File: config.mk
export PLATFORM = sky130hd
export DESIGN_NAME = logr_house
export DESIGN_NICKNAME = d
export VERILOG_FILES = /design/src/rtl/logr_pkg.sv /design/src/rtl/blink_gen.sv /design/src/rtl/logr_house.sv /design/src/rtl/rtc_count.sv
export SDC_FILE = /design/constraint.sdc
export NUM_CORES = 1
export LEC_CHECK = 0
export BUFFER_PORTS_ARGS = -buffer_cell sky130_fd_sc_hd__clkbuf_2
export CAP_MARGIN = 5
export CORE_ASPECT_RATIO = 2
export CORE_MARGIN = 2
export CORE_UTILIZATION = 58
export CTS_CLUSTER_SIZE = 40
export DETAILED_ROUTE_END_ITERATION = 7
export GPL_TIMING_DRIVEN = 0
export PLACE_DENSITY = 0.83
export SLEW_MARGIN = 20
export SYNTH_ARGS = -nofsm -noshare
export SYNTH_HDL_FRONTEND = slang
export SYNTH_SLANG_ARGS = --single-unit
File: constraint.sdc
create_clock -name sys_clk -period 2.81 [get_ports sys_clk]
set_input_delay 0.281 -clock sys_clk [delete_from_list [all_inputs] [get_ports sys_clk]]
set_output_delay 0.281 -clock sys_clk [all_outputs]
set_load 0.02 [all_outputs]
File: src/rtl/logr_pkg.sv
// Constants shared by the logger housekeeping block.
// Assumes a single 100 MHz system clock and a synchronous active-low reset.

package logr_pkg;

  // ****************************************
  // Clock and timing
  // ****************************************
  localparam int unsigned CLK_HZ = 100_000_000;
  localparam int unsigned SEC_CYC = CLK_HZ;
  localparam int unsigned DISP_TIMEOUT_MIN = 3;
  localparam int unsigned DISP_TIMEOUT_S = DISP_TIMEOUT_MIN * 60;
  localparam int unsigned HEARTBEAT_MS = 1000;
  localparam int unsigned HB_HALF_CYC = CLK_HZ / 1000 * HEARTBEAT_MS / 2;
  localparam int unsigned MODEM_BLINK_MS = 250;
  localparam int unsigned MB_HALF_CYC = CLK_HZ / 1000 * MODEM_BLINK_MS / 2;
  localparam int unsigned GPS_BLINK_MS = 500;
  localparam int unsigned GB_HALF_CYC = CLK_HZ / 1000 * GPS_BLINK_MS / 2;

  // ****************************************
  // Time of day
  // ****************************************
  localparam int unsigned SEC_W = 17;
  localparam int unsigned DAY_W = 16;
  localparam int unsigned SEC_PER_DAY = 86400;
  localparam int unsigned SYNC_HOUR = 0;
  localparam int unsigned SYNC_MIN = 13;
  localparam int unsigned SYNC_SEC = SYNC_HOUR * 3600 + SYNC_MIN * 60;

  // ****************************************
  // Register map, byte addresses
  // ****************************************
  localparam int unsigned ADDR_W = 8;
  localparam logic [7:0] ADDR_MODE = 8'h00;
  localparam logic [7:0] ADDR_CTRL = 8'h04;
  localparam logic [7:0] ADDR_STATUS = 8'h08;
  localparam logic [7:0] ADDR_TSEC = 8'h0C;
  localparam logic [7:0] ADDR_TDAY = 8'h10;

  // ****************************************
  // Fields and reset values
  // ****************************************
  localparam int unsigned MODE_SEL_BIT = 3;
  localparam int unsigned MODE_FORCE_BIT = 4;
  localparam int unsigned CTRL_EN_BIT = 8;
  localparam logic [7:0] MODEM_TYPE_INT = 8'h0C;
  localparam logic [7:0] MODE_RST = 8'h00;
  localparam logic [7:0] MODEM_TYPE_RST = 8'h0C;
  localparam logic MODEM_EN_RST = 1'b1;
  localparam logic DISP_RST = 1'b1;

endpackage

File: src/rtl/blink_gen.sv
// Square-wave flasher with a programmable half period.
// Assumes a free-running system clock; output is low while disabled.
`timescale 1ns/10ps
`default_nettype none

module blink_gen #(
  parameter int unsigned HALF = 4
) (
  // Clock and reset
  input wire logic sys_clk,
  input wire logic nrst,
  // Control
  input wire logic en,
  output logic blink
);

  typedef struct packed {
    logic [31:0] cnt;
    logic out;
  } blink_st_t;

  blink_st_t s;
  blink_st_t next_s;

  always_comb
  begin
    next_s = s;
    if (!en)
    begin
      next_s = '0;
    end
    else if (s.cnt == 32'(HALF - 1))
    begin
      next_s.cnt = '0;
      next_s.out = ~s.out;
    end
    else
    begin
      next_s.cnt = s.cnt + 32'h1;
    end
  end

  always_ff @(posedge sys_clk)
  begin
    if (!nrst)
      s <= '0;
    else
      s <= next_s;
  end

  assign blink = s.out;

endmodule
`default_nettype wire

File: src/rtl/logr_house.sv
// Housekeeping top: display blanking, indicators, modem and receiver power.
// Assumes all inputs synchronous to sys_clk and a single-cycle strobe bus.
//
// Implementation choices: the strobed register port and the placing of the registers.
`timescale 1ns/10ps
`default_nettype none

module logr_house #(
  parameter int unsigned SEC_CYC = logr_pkg::SEC_CYC,
  parameter int unsigned HB_HALF = logr_pkg::HB_HALF_CYC,
  parameter int unsigned MB_HALF = logr_pkg::MB_HALF_CYC,
  parameter int unsigned GB_HALF = logr_pkg::GB_HALF_CYC
) (
  // Clock and reset
  input wire logic sys_clk,
  input wire logic nrst,
  // Register port
  input wire logic [logr_pkg::ADDR_W-1:0] reg_addr,
  input wire logic [31:0] reg_wdata,
  input wire logic reg_wr,
  input wire logic reg_rd,
  output logic [31:0] reg_rdata,
  // Keypad and display
  input wire logic key_press,
  output logic display_on,
  // Modem
  input wire logic modem_reg,
  output logic int_modem_pwr,
  output logic ext_com_pwr,
  output logic com_route_ext,
  // Positioning receiver and host link
  input wire logic gps_fix,
  input wire logic gps_utc_valid,
  input wire logic [logr_pkg::SEC_W-1:0] gps_utc_sec,
  input wire logic [logr_pkg::DAY_W-1:0] gps_utc_day,
  input wire logic rt_link_up,
  output logic gps_pwr,
  // Indicators
  output logic led_modem,
  output logic led_cpu,
  output logic led_gps,
  // Timestamp
  output logic [logr_pkg::SEC_W-1:0] time_sec,
  output logic [logr_pkg::DAY_W-1:0] time_day
);

  import logr_pkg::*;

  // ****************************************
  // State
  // ****************************************
  typedef struct packed {
    logic disp;
    logic [7:0] idle;
    logic gps;
    logic started;
    logic synced;
    logic link_q;
    logic [7:0] mode;
    logic [7:0] mtype;
    logic men;
    logic int_pwr;
    logic ext_pwr;
    logic route_ext;
    logic led_m;
    logic led_c;
    logic led_g;
    logic [31:0] rdata;
  } house_st_t;

  house_st_t s;
  house_st_t next_s;

  logic use_ext;
  logic powered;
  logic gps_trig;
  logic gps_end;
  logic sync_done;
  logic ld_sec;
  logic ld_day;
  logic [SEC_W-1:0] ld_sec_val;
  logic [DAY_W-1:0] ld_day_val;
  logic sec_tick;
  logic blink_hb;
  logic blink_mdm;
  logic blink_gps;
  logic [SEC_W-1:0] rtc_sec;
  logic [DAY_W-1:0] rtc_day;

  // ****************************************
  // Time base and flashers
  // ****************************************
  rtc_count #(
    .TICK(SEC_CYC)
  ) u_rtc (
    .sys_clk(sys_clk),
    .nrst(nrst),
    .ld_sec(ld_sec),
    .ld_sec_val(ld_sec_val),
    .ld_day(ld_day),
    .ld_day_val(ld_day_val),
    .sec(rtc_sec),
    .day(rtc_day),
    .tick(sec_tick)
  );

  blink_gen #(
    .HALF(HB_HALF)
  ) u_hb (
    .sys_clk(sys_clk),
    .nrst(nrst),
    .en(1'b1),
    .blink(blink_hb)
  );

  blink_gen #(
    .HALF(MB_HALF)
  ) u_mdm (
    .sys_clk(sys_clk),
    .nrst(nrst),
    .en(powered & modem_reg),
    .blink(blink_mdm)
  );

  // Third flasher reuses the same cell; area is small next to the dividers
  blink_gen #(
    .HALF(GB_HALF)
  ) u_gps (
    .sys_clk(sys_clk),
    .nrst(nrst),
    .en(s.synced),
    .blink(blink_gps)
  );

  // ****************************************
  // Next-state logic
  // ****************************************
  always_comb
  begin
    next_s = s;
    powered = s.int_pwr | s.ext_pwr;
    if (s.mode[MODE_SEL_BIT])
      use_ext = s.mode[MODE_FORCE_BIT];
    else
      use_ext = (s.mtype != MODEM_TYPE_INT);
    sync_done = s.gps & gps_fix & gps_utc_valid;
    gps_trig = !s.started;
    gps_trig = gps_trig | (key_press & !s.disp);
    gps_trig = gps_trig | (rt_link_up & !s.link_q);
    gps_trig = gps_trig | (sec_tick & (rtc_sec == SEC_W'(SYNC_SEC)));
    gps_end = sync_done | (!rt_link_up & s.link_q);
    ld_sec = 1'b0;
    ld_day = 1'b0;
    ld_sec_val = gps_utc_sec;
    ld_day_val = gps_utc_day;

    next_s.started = 1'b1;
    next_s.link_q = rt_link_up;

    if (key_press)
    begin
      next_s.idle = '0;
      next_s.disp = 1'b1;
    end
    else if (s.disp && sec_tick)
    begin
      if (s.idle == 8'(DISP_TIMEOUT_S - 1))
      begin
        next_s.disp = 1'b0;
        next_s.idle = '0;
      end
      else
        next_s.idle = s.idle + 8'h01;
    end

    if (gps_trig)
      next_s.gps = 1'b1;
    else if (gps_end)
      next_s.gps = 1'b0;

    if (sync_done)
    begin
      ld_sec = 1'b1;
      ld_day = 1'b1;
      next_s.synced = 1'b1;
    end

    // Register writes; receiver time beats a software time write
    if (reg_wr)
    begin
      unique case (reg_addr)
        ADDR_MODE: next_s.mode = reg_wdata[7:0];
        ADDR_CTRL:
        begin
          next_s.mtype = reg_wdata[7:0];
          next_s.men = reg_wdata[CTRL_EN_BIT];
        end
        ADDR_TSEC:
        begin
          if (!sync_done)
          begin
            ld_sec = 1'b1;
            ld_sec_val = reg_wdata[SEC_W-1:0];
          end
        end
        ADDR_TDAY:
        begin
          if (!sync_done)
          begin
            ld_day = 1'b1;
            ld_day_val = reg_wdata[DAY_W-1:0];
          end
        end
        default: ;
      endcase
    end

    next_s.int_pwr = s.men & !use_ext;
    next_s.ext_pwr = s.men & use_ext;
    next_s.route_ext = use_ext;

    if (!powered)
      next_s.led_m = 1'b0;
    else if (!modem_reg)
      next_s.led_m = 1'b1;
    else
      next_s.led_m = blink_mdm;

    next_s.led_c = s.disp | blink_hb;
    next_s.led_g = s.synced & blink_gps;

    // Read data valid only in the cycle after the strobe
    next_s.rdata = '0;
    if (reg_rd)
    begin
      unique case (reg_addr)
        ADDR_MODE: next_s.rdata = {24'h000000, s.mode};
        ADDR_CTRL: next_s.rdata = {23'h000000, s.men, s.mtype};
        ADDR_STATUS:
          next_s.rdata = {23'h000000, s.led_g, s.led_c, s.led_m,
                          s.ext_pwr, s.int_pwr, s.route_ext,
                          s.synced, s.gps, s.disp};
        ADDR_TSEC: next_s.rdata = {15'h0000, rtc_sec};
        ADDR_TDAY: next_s.rdata = {16'h0000, rtc_day};
        default: next_s.rdata = '0;
      endcase
    end
  end

  // ****************************************
  // State register
  // ****************************************
  always_ff @(posedge sys_clk)
  begin
    if (!nrst)
      s <= '{disp: DISP_RST, mode: MODE_RST, mtype: MODEM_TYPE_RST,
             men: MODEM_EN_RST, default: '0};
    else
      s <= next_s;
  end

  // ****************************************
  // Outputs
  // ****************************************
  assign reg_rdata = s.rdata;
  assign display_on = s.disp;
  assign int_modem_pwr = s.int_pwr;
  assign ext_com_pwr = s.ext_pwr;
  assign com_route_ext = s.route_ext;
  assign gps_pwr = s.gps;
  assign led_modem = s.led_m;
  assign led_cpu = s.led_c;
  assign led_gps = s.led_g;
  assign time_sec = rtc_sec;
  assign time_day = rtc_day;
endmodule
`default_nettype wire

File: src/rtl/rtc_count.sv
// Time-of-day and day counter with load ports.
// Assumes the flops sit on the backup supply so time survives main power loss.
`timescale 1ns/10ps
`default_nettype none

module rtc_count
  import logr_pkg::*;
#(
  parameter int unsigned TICK = SEC_CYC
) (
  // Clock and reset
  input wire logic sys_clk,
  input wire logic nrst,
  // Loads
  input wire logic ld_sec,
  input wire logic [SEC_W-1:0] ld_sec_val,
  input wire logic ld_day,
  input wire logic [DAY_W-1:0] ld_day_val,
  // Time
  output logic [SEC_W-1:0] sec,
  output logic [DAY_W-1:0] day,
  output logic tick
);

  typedef struct packed {
    logic [31:0] div;
    logic [SEC_W-1:0] sec;
    logic [DAY_W-1:0] day;
    logic tick;
  } rtc_st_t;

  rtc_st_t s;
  rtc_st_t next_s;

  always_comb
  begin
    next_s = s;
    next_s.tick = 1'b0;
    if (s.div == 32'(TICK - 1))
    begin
      next_s.div = '0;
      next_s.tick = 1'b1;
      if (s.sec == SEC_W'(SEC_PER_DAY - 1))
      begin
        next_s.sec = '0;
        next_s.day = s.day + DAY_W'(1);
      end
      else
        next_s.sec = s.sec + SEC_W'(1);
    end
    else
      next_s.div = s.div + 32'h1;
    if (ld_sec)
    begin
      next_s.sec = ld_sec_val;
      next_s.div = '0;
    end
    if (ld_day)
      next_s.day = ld_day_val;
  end

  always_ff @(posedge sys_clk)
  begin
    if (!nrst)
      s <= '0;
    else
      s <= next_s;
  end

  assign sec = s.sec;
  assign day = s.day;
  assign tick = s.tick;

endmodule
`default_nettype wire

==> out/qor.csv, run 1 <==
stage;metric;value;unit
yosys;top cells by area, synth;dfxtp_1 39%, xor2_1 5.9%, nor2_1 5.7%;
floorplanning;num rows;72;
yosys;Post-Synth Simple-Gate Area;0.291;
timing;RSZ-0062 raised after global routing;no;
outcome;status;completed;
yosys;cell count after synthesis;1360;
global_routing;total grt overflow;0;
clock_network;Root Buffer;clkbuf_16;
setup_path;reg-to-reg startpoint;u_rtc.sec[8];
pwr;P_sw;0.00153;W
yosys;Seq/Total Area, Yosys;0.388;
floorplanning;die area;0.0206;mm2
global_routing;Tot GR Track Use;0.355;
drt;# DRC;0;
setup_path;Startpoint Class;flop;
layout;fraction of layout cells with a size suffix above 1;0.175;
timing;Worst Max-Slew Pin Slew;1.19;ns
setup_path;end of the critical path;u_rtc.day[7];
pwr;VDD IR max;0.532;mV
yosys;Ys Warns;0;
drt;Via Count;11000;
pwr;Comb pwr share;0.063;
pwr;leak pwr;4.82;nW
layout;final net count;1612;
setup_path;WS Path Type;flop to flop;
yosys;Syn Area/Cell;8.26;um2
floorplanning;initial core utilization;0.586;
timing;Final Critical Period;2.77;ns
clock_network;clk_lat worst skew;0.50;ns
layout;antenna cell count;0;
global_routing;met3 Usage GRT;0.0860;
placed_design;DP Worst Slack;-0.202;ns
layout;Fillers;1663;
yosys;post-synthesis compound-gate area fraction;0.132;
pwr;Clk pwr share;0.449;
clock_network;CTS tree;done;
timing;PnR worst setup slack;0.0393;ns
yosys;Netlist Area Pre-Place;0.0112;mm2
placed_design;Buffers on Ports;121;
setup_path;critical path cell sequence;or4b_4, or4_4, nor4_4, o21ai_2, buf_6, o22ai_1;
timing;Setup Skew;0.0105;ns
setup_path;Crit-path slowest cell;dfxtp_1;
yosys;Yosys top cell by area;dfxtp_1;
pwr;Power Internal;0.00498;W
timing;Rel. slew slack;0.199;
pwr;Flop pwr share;0.487;
yosys;Synth Flop Type;dfxtp_1;
drt;total wire length;36900;um
clock_network;largest buffer count on any clock path;3;
timing;part of the cycle the worst path needs;0.986;
global_routing;GR Layer Usage met2;0.598;
timing;Setup violations, final;0;
floorplanning;die extent in y;201;um
layout;P&R area growth vs syn;15.9;%
timing;Fmax;361;MHz
floorplanning;I/O pin total;155;
setup_path;Worst Path Required;3.24;ns
setup_path;CP max FO;10;
yosys;Synth Area in XOR/XNOR;0.0920;
yosys;Distinct cells, synth;68;
yosys;flops & latches, synth;218;
global_routing;first-pass GRT wire length;56300;um
placed_design;Cells after DPL;1755;
placed_design;RePlAce Congestion;1.05;
pwr;pwr/cell area;499;mW/mm2
setup_path;Crit. End Element;flop;
yosys;number of synthesized flops with an enable pin;0;
yosys;largest family of logic cells by synthesized area;simple AND/OR/NAND/NOR gates;
global_routing;initial antenna violation count;1;
clock_network;CTS sink cnt;218;
clock_network;number of H-tree levels;1;
clock_network;total CTS buffers;20;
setup_path;path depth of the worst reg2reg path;6;
drt;DRT Pass-1 Iters;7;
setup_path;r2r setup slk;0.04;ns
min_path;hold crit path type;input port to flop;
timing;Final Max Tran Viols;0;
layout;final core utilization;0.679;
setup_path;RR Endpoint;u_rtc.day[7];
setup_path;Worst path max stage delay;0.60;ns
placed_design;dpl hpwl;27400;um
setup_path;critical path arrival;3.20;ns
clock_network;clk slew on worst S/H paths;0.07;ns
floorplanning;Die Span X;102;um
drt;vias per cell;6.14;
yosys;mux cell area share after synthesis;0.00289;
global_routing;largest net degree at the start of global routing;17;
global_routing;met1 Use GR;0.347;
yosys;Async SR Flop Fraction;0;
timing;Final Hold Violating Endpoints;0;
drt;Detail Route Antenna Nets;0;
layout;Post-Layout Cell Count;1794;
drt;drt initial violations;769;
floorplanning;area of the core;0.0192;mm2
yosys;Synth Area in Adders;0.00891;
global_routing;busiest grt layer;met2;
job;max_cap viols;0;
global_routing;vias in the first global route;10500;
pwr;total chip power;0.00650;W
timing;final hold slack;0.0323;ns
drt;WL/cell;20.6;um
setup_path;crit path from;u_rtc.sec[8];
yosys;Yosys top cell area share;0.388;
pwr;Sw Share;0.235;
-- worst min-delay path by stage --
stage | end | slack (ns) | cells past startpoint | startpoint
floorplan | s[57] | 0.31 | 0 | nrst
global placement | s[57] | 0.42 | 1 | nrst
detailed placement | s[57] | 0.42 | 1 | nrst
CTS | s[55] | 0.02 | 3 | rt_link_up
global route | s[55] | 0.05 | 3 | rt_link_up
finish | s[55] | 0.03 | 3 | rt_link_up
-- power by group through the flow --
stage | clock network [W] | registers, W | logic, W
finish | 0.00292 | 0.00317 | 0.000411
global route | 0.00309 | 0.00317 | 0.000435
CTS | 0.00296 | 0.00316 | 0.000398
detailed placement | 0 | 0.00324 | 0.000394
global placement | 0 | 0.00323 | 0.000392
floorplan | 0 | 0.00322 | 0.000235
-- final cells by class --
type | instances | area [um2] | area share
well taps | 259 | 324 | 0.0249
clock buffers | 28 | 612 | 0.0470
inverters | 33 | 124 | 0.00951
repair buffers | 127 | 653 | 0.0502
multi-input cells | 991 | 6020 | 0.462
plain buffers | 131 | 826 | 0.0634
flip-flops and latches | 218 | 4360 | 0.335
clock inverters | 7 | 96.3 | 0.00740
-- cell families (layout without fill, tap and decap cells) --
family | count (synthesis) | count (layout)
AOI/OAI and AO/OA | 225 | 225
xor gates and xnor gates | 118 | 118
adders and majority gates | 8 | 8
buffers and inverters | 165 | 326
DFF | 218 | 218
muxes | 3 | 3
other | 1 | 15
and+or+nand+nor | 622 | 622
-- cells in the mapped netlist (all sizes together), types with 5 or more instances --
cell type and instances:
nor2 171, o22ai 12, or4 9, and3 34, nor4bb 5, clkbuf 50, nand2 105, a222oi 8
a22oi 24, nor3 31, nor4 34, xnor2 42, a21oi 69, and2 14, a21o 6, dfxtp 218
o21ai 34, inv 33, a22o 12, xor2 76, or3 12, nand2b 5, and4 24, nor4b 10
nand4 56, nand3 97, a31oi 14, ha 8, o31ai 15, buf 80
-- per-layer routing --
| metal | vias to the layer above | share of wire |
|---|---|---|
| met4 | 0 | 0.11 |
| met3 | 197 | 0.085 |
| met1 | 5081 | 0.32 |
| li1 | 5148 | - |
| met2 | 597 | 0.49 |
| met5 | - | 0 |
-- sequential cells by signal, summed over array words and instances, names as in the netlist, 16 cells and up --
register,cells
reg_rdata,17
u_rtc.day,16
u_mdm.s,32
u_rtc.s,32
u_hb.s,32
u_rtc.sec,17
s,28
u_gps.s,32
-- cell usage in the layout (no fill, tap or decap), drive strengths merged, types with 4 or more instances in the layout --
master	synthesis	layout
nor4bb	5	5
nand2	105	105
inv	33	34
nand3b	4	4
a22oi	24	24
dfxtp	218	218
clkinv	0	4
nor4	34	34
nand2b	5	5
a41o	4	4
a31oi	14	14
or3	12	12
nand3	97	97
o22ai	12	12
and2	14	14
conb	1	15
o31ai	15	15
clkbuf	50	198
ha	8	8
buf	80	84
and4	24	24
a22o	12	12
nand4	56	56
a21oi	69	69
o211ai	4	4
a21o	6	6
xnor2	42	42
o2111ai	4	4
nor2	171	171
and3	34	34
nor4b	10	10
a222oi	8	8
xor2	76	76
or4	9	9
nor3	31	31
o21ai	34	34
-- stage by stage --
step                      setup TNS [ns]  instance area, um2
final                                  0               13000
after global routing                   0               13000
after CTS                              0               13000
after detailed placement           -1.30               12200
after global placement             -3.06               12200
after floorplan                        0               11300
-- worst max-delay path, delay by kind of cell (launching register included) --
family / cells / cell delay, ns
compound gates: 2 / 0.30
buf+inv: 1 / 0.18
flops: 1 / 0.60
simple gates: 3 / 1.62
-- timing repair --
item	4_1_cts	5_1_grt
hold buffers	2	0
pin swaps	0	2
gates resized for setup	2	10
setup buffers	0	3
endpoints found under the setup margin	8	76
hold endpoints to repair	2	0
No activity file was read; power rests on OpenSTA's default activity.
==> run 2, diff against run 1 <==
CTS_CLUSTER_DIAMETER = 150   (was unset)
HOLD_SLACK_MARGIN = 0.12   (was unset)
==> run 2 against run 1 <==
  * Utilization down 2.2 points
  * Sequential share of layout area is 1.1 points higher
  * Die area unchanged
  * Via count is 1.2% lower
  * Non-clock buffer count rose by 4
  * Maximum frequency is 0.54% lower
  * Largest cell class unchanged
==> out/qor.csv, run 2 (synthesized netlist as in run 1, its figures left out) <==
stage;metric;value;unit
setup_path;reg-to-reg startpoint;gps_pwr;
min_path;Hold Path Cell Cnt;3;
timing;Final Hold Violating Endpoints;0;
timing;Final Critical Period;2.79;ns
drt;total wire length;36300;um
drt;DRT Pass-1 Iters;6;
timing;RSZ-0062 raised after global routing;no;
layout;final instance area;0.0126;mm2
timing;Rel. slew slack;0.194;
setup_path;WS Path Type;flop to flop;
layout;Post-Layout Cell Count;1773;
timing;final hold slack;0.136;ns
placed_design;dpl hpwl;27400;um
setup_path;path depth of the worst reg2reg path;5;
global_routing;largest net degree at the start of global routing;41;
floorplanning;I/O pin total;155;
placed_design;Buffers on Ports;121;
setup_path;Startpoint Class;flop;
timing;Setup Skew;0.0329;ns
floorplanning;die area;0.0206;mm2
global_routing;initial antenna violation count;1;
setup_path;Worst Path Required;3.24;ns
global_routing;first-pass GRT wire length;55900;um
drt;WL/cell;20.4;um
clock_network;CTS sink cnt;218;
drt;Via Count;10900;
clock_network;clk slew on worst S/H paths;0.15;ns
layout;most frequent cells in the layout;218 x dfxtp_1, 171 x nor2_1, 124 x clkbuf_2;
setup_path;RR Endpoint;u_rtc.sec[7];
setup_path;CP max FO;9;
timing;Worst Max-Slew Pin Slew;1.20;ns
floorplanning;Die Span X;102;um
floorplanning;num rows;72;
drt;Detail Route Antenna Nets;0;
floorplanning;initial core utilization;0.586;
timing;Final Max Tran Viols;0;
drt;vias per cell;6.14;
timing;Fmax;359;MHz
clock_network;Root Buffer;clkbuf_16;
min_path;hold path endpoint;u_rtc.day[1];
clock_network;number of H-tree levels;1;
setup_path;r2r setup slk;0.02;ns
placed_design;RePlAce Congestion;1.05;
placed_design;Cells after DPL;1755;
layout;P&R area growth vs syn;12.2;%
global_routing;total grt overflow;0;
placed_design;DP Worst Slack;-0.202;ns
clock_network;total CTS buffers;9;
pwr;pwr/cell area;409;mW/mm2
timing;Setup violations, final;0;
clock_network;CTS tree;done;
setup_path;critical path arrival;3.21;ns
layout;fraction of layout cells with a size suffix above 1;0.161;
floorplanning;area of the core;0.0192;mm2
timing;PnR worst setup slack;0.0243;ns
min_path;hold crit path type;input port to flop;
timing;part of the cycle the worst path needs;0.991;
pwr;VDD IR max;0.702;mV
drt;# DRC;0;
layout;antenna cell count;0;
job;max_cap viols;0;
global_routing;vias in the first global route;10500;
layout;final net count;1605;
drt;drt initial violations;692;
layout;commonest non-fill, non-tap cell in the layout;dfxtp_1;
timing;setup TNS;0;ns
clock_network;largest buffer count on any clock path;3;
pwr;leak pwr;4.61;nW
floorplanning;die extent in y;201;um
global_routing;Tot GR Track Use;0.352;
outcome;status;completed;
min_path;Hold Path Origin;gps_utc_day[1];
clock_network;clk_lat worst skew;0.48;ns
setup_path;Crit. End Element;flop;
placed_design;placed instance area;0.0122;mm2
-- run 2: worst max path at each step --
stage                 start             to  slack (ns)
3_3_place_gp    reg_addr[1]   u_rtc.sec[5]       -0.20
5_1_grt         u_rtc.s[43]   u_rtc.sec[8]       0.005
2_1_floorplan   u_rtc.s[34]  u_rtc.sec[12]        0.56
3_5_place_dp    reg_addr[1]   u_rtc.sec[5]       -0.20
6_report            gps_pwr   u_rtc.sec[7]        0.02
4_1_cts        u_rtc.sec[8]  u_rtc.day[14]        0.02
-- run 2: worst max-delay path, stage by stage (launching register included) --
cell and delay, ns:
dfxtp_1 0.41, and3_1 0.23, nor4_2 1.02, a22oi_1 0.62
a21o_1 0.32, a31oi_1 0.12
-- run 2: timing repair --
| item | in CTS | in global routing |
|---|---|---|
| hold buffers | 7 | 0 |
| buffers inserted | 0 | 2 |
| pin swaps | 0 | 1 |
| setup endpoints to repair | 18 | 78 |
| gates resized for setup | 2 | 9 |
| endpoints found under the hold margin | 9 | 0 |
-- run 2: final cells by class --
type | instances | area [um2]
Sequential cell | 218 | 4360
Inverter | 33 | 124
Clock inverter | 1 | 30.0
Buffer | 131 | 826
Tap cell | 259 | 324
Multi-Input combinational cell | 991 | 6020
Fill cell | 1718 | 6580
Clock buffer | 9 | 225
Timing Repair Buffer | 131 | 696
-- run 2: metrics by stage --
step	utilization	total power, W
final	0.657	0.00516
after global routing	0.657	0.00533
after CTS	0.656	0.00518
after detailed placement	0.638	0.00363
after global placement	0.637	0.00363
after floorplan	-	0.00345
-- run 2: power by group --
group          leakage, nW  internal (W)  switching [W]  total (W)
clock                0.122      0.000607       0.000964    0.00157
combinational         2.72      0.000153       0.000265   0.000418
sequential            1.76       0.00312      0.0000515    0.00317
total                 4.61       0.00388        0.00128    0.00516
-- run 2: per-layer routing --
metal	vias to the layer above	GRT usage	part of all wire
met5	-	0	0
met4	0	0.312	0.11
met3	192	0.0860	0.084
met2	548	0.593	0.49
met1	5038	0.342	0.32
li1	5117	-	-
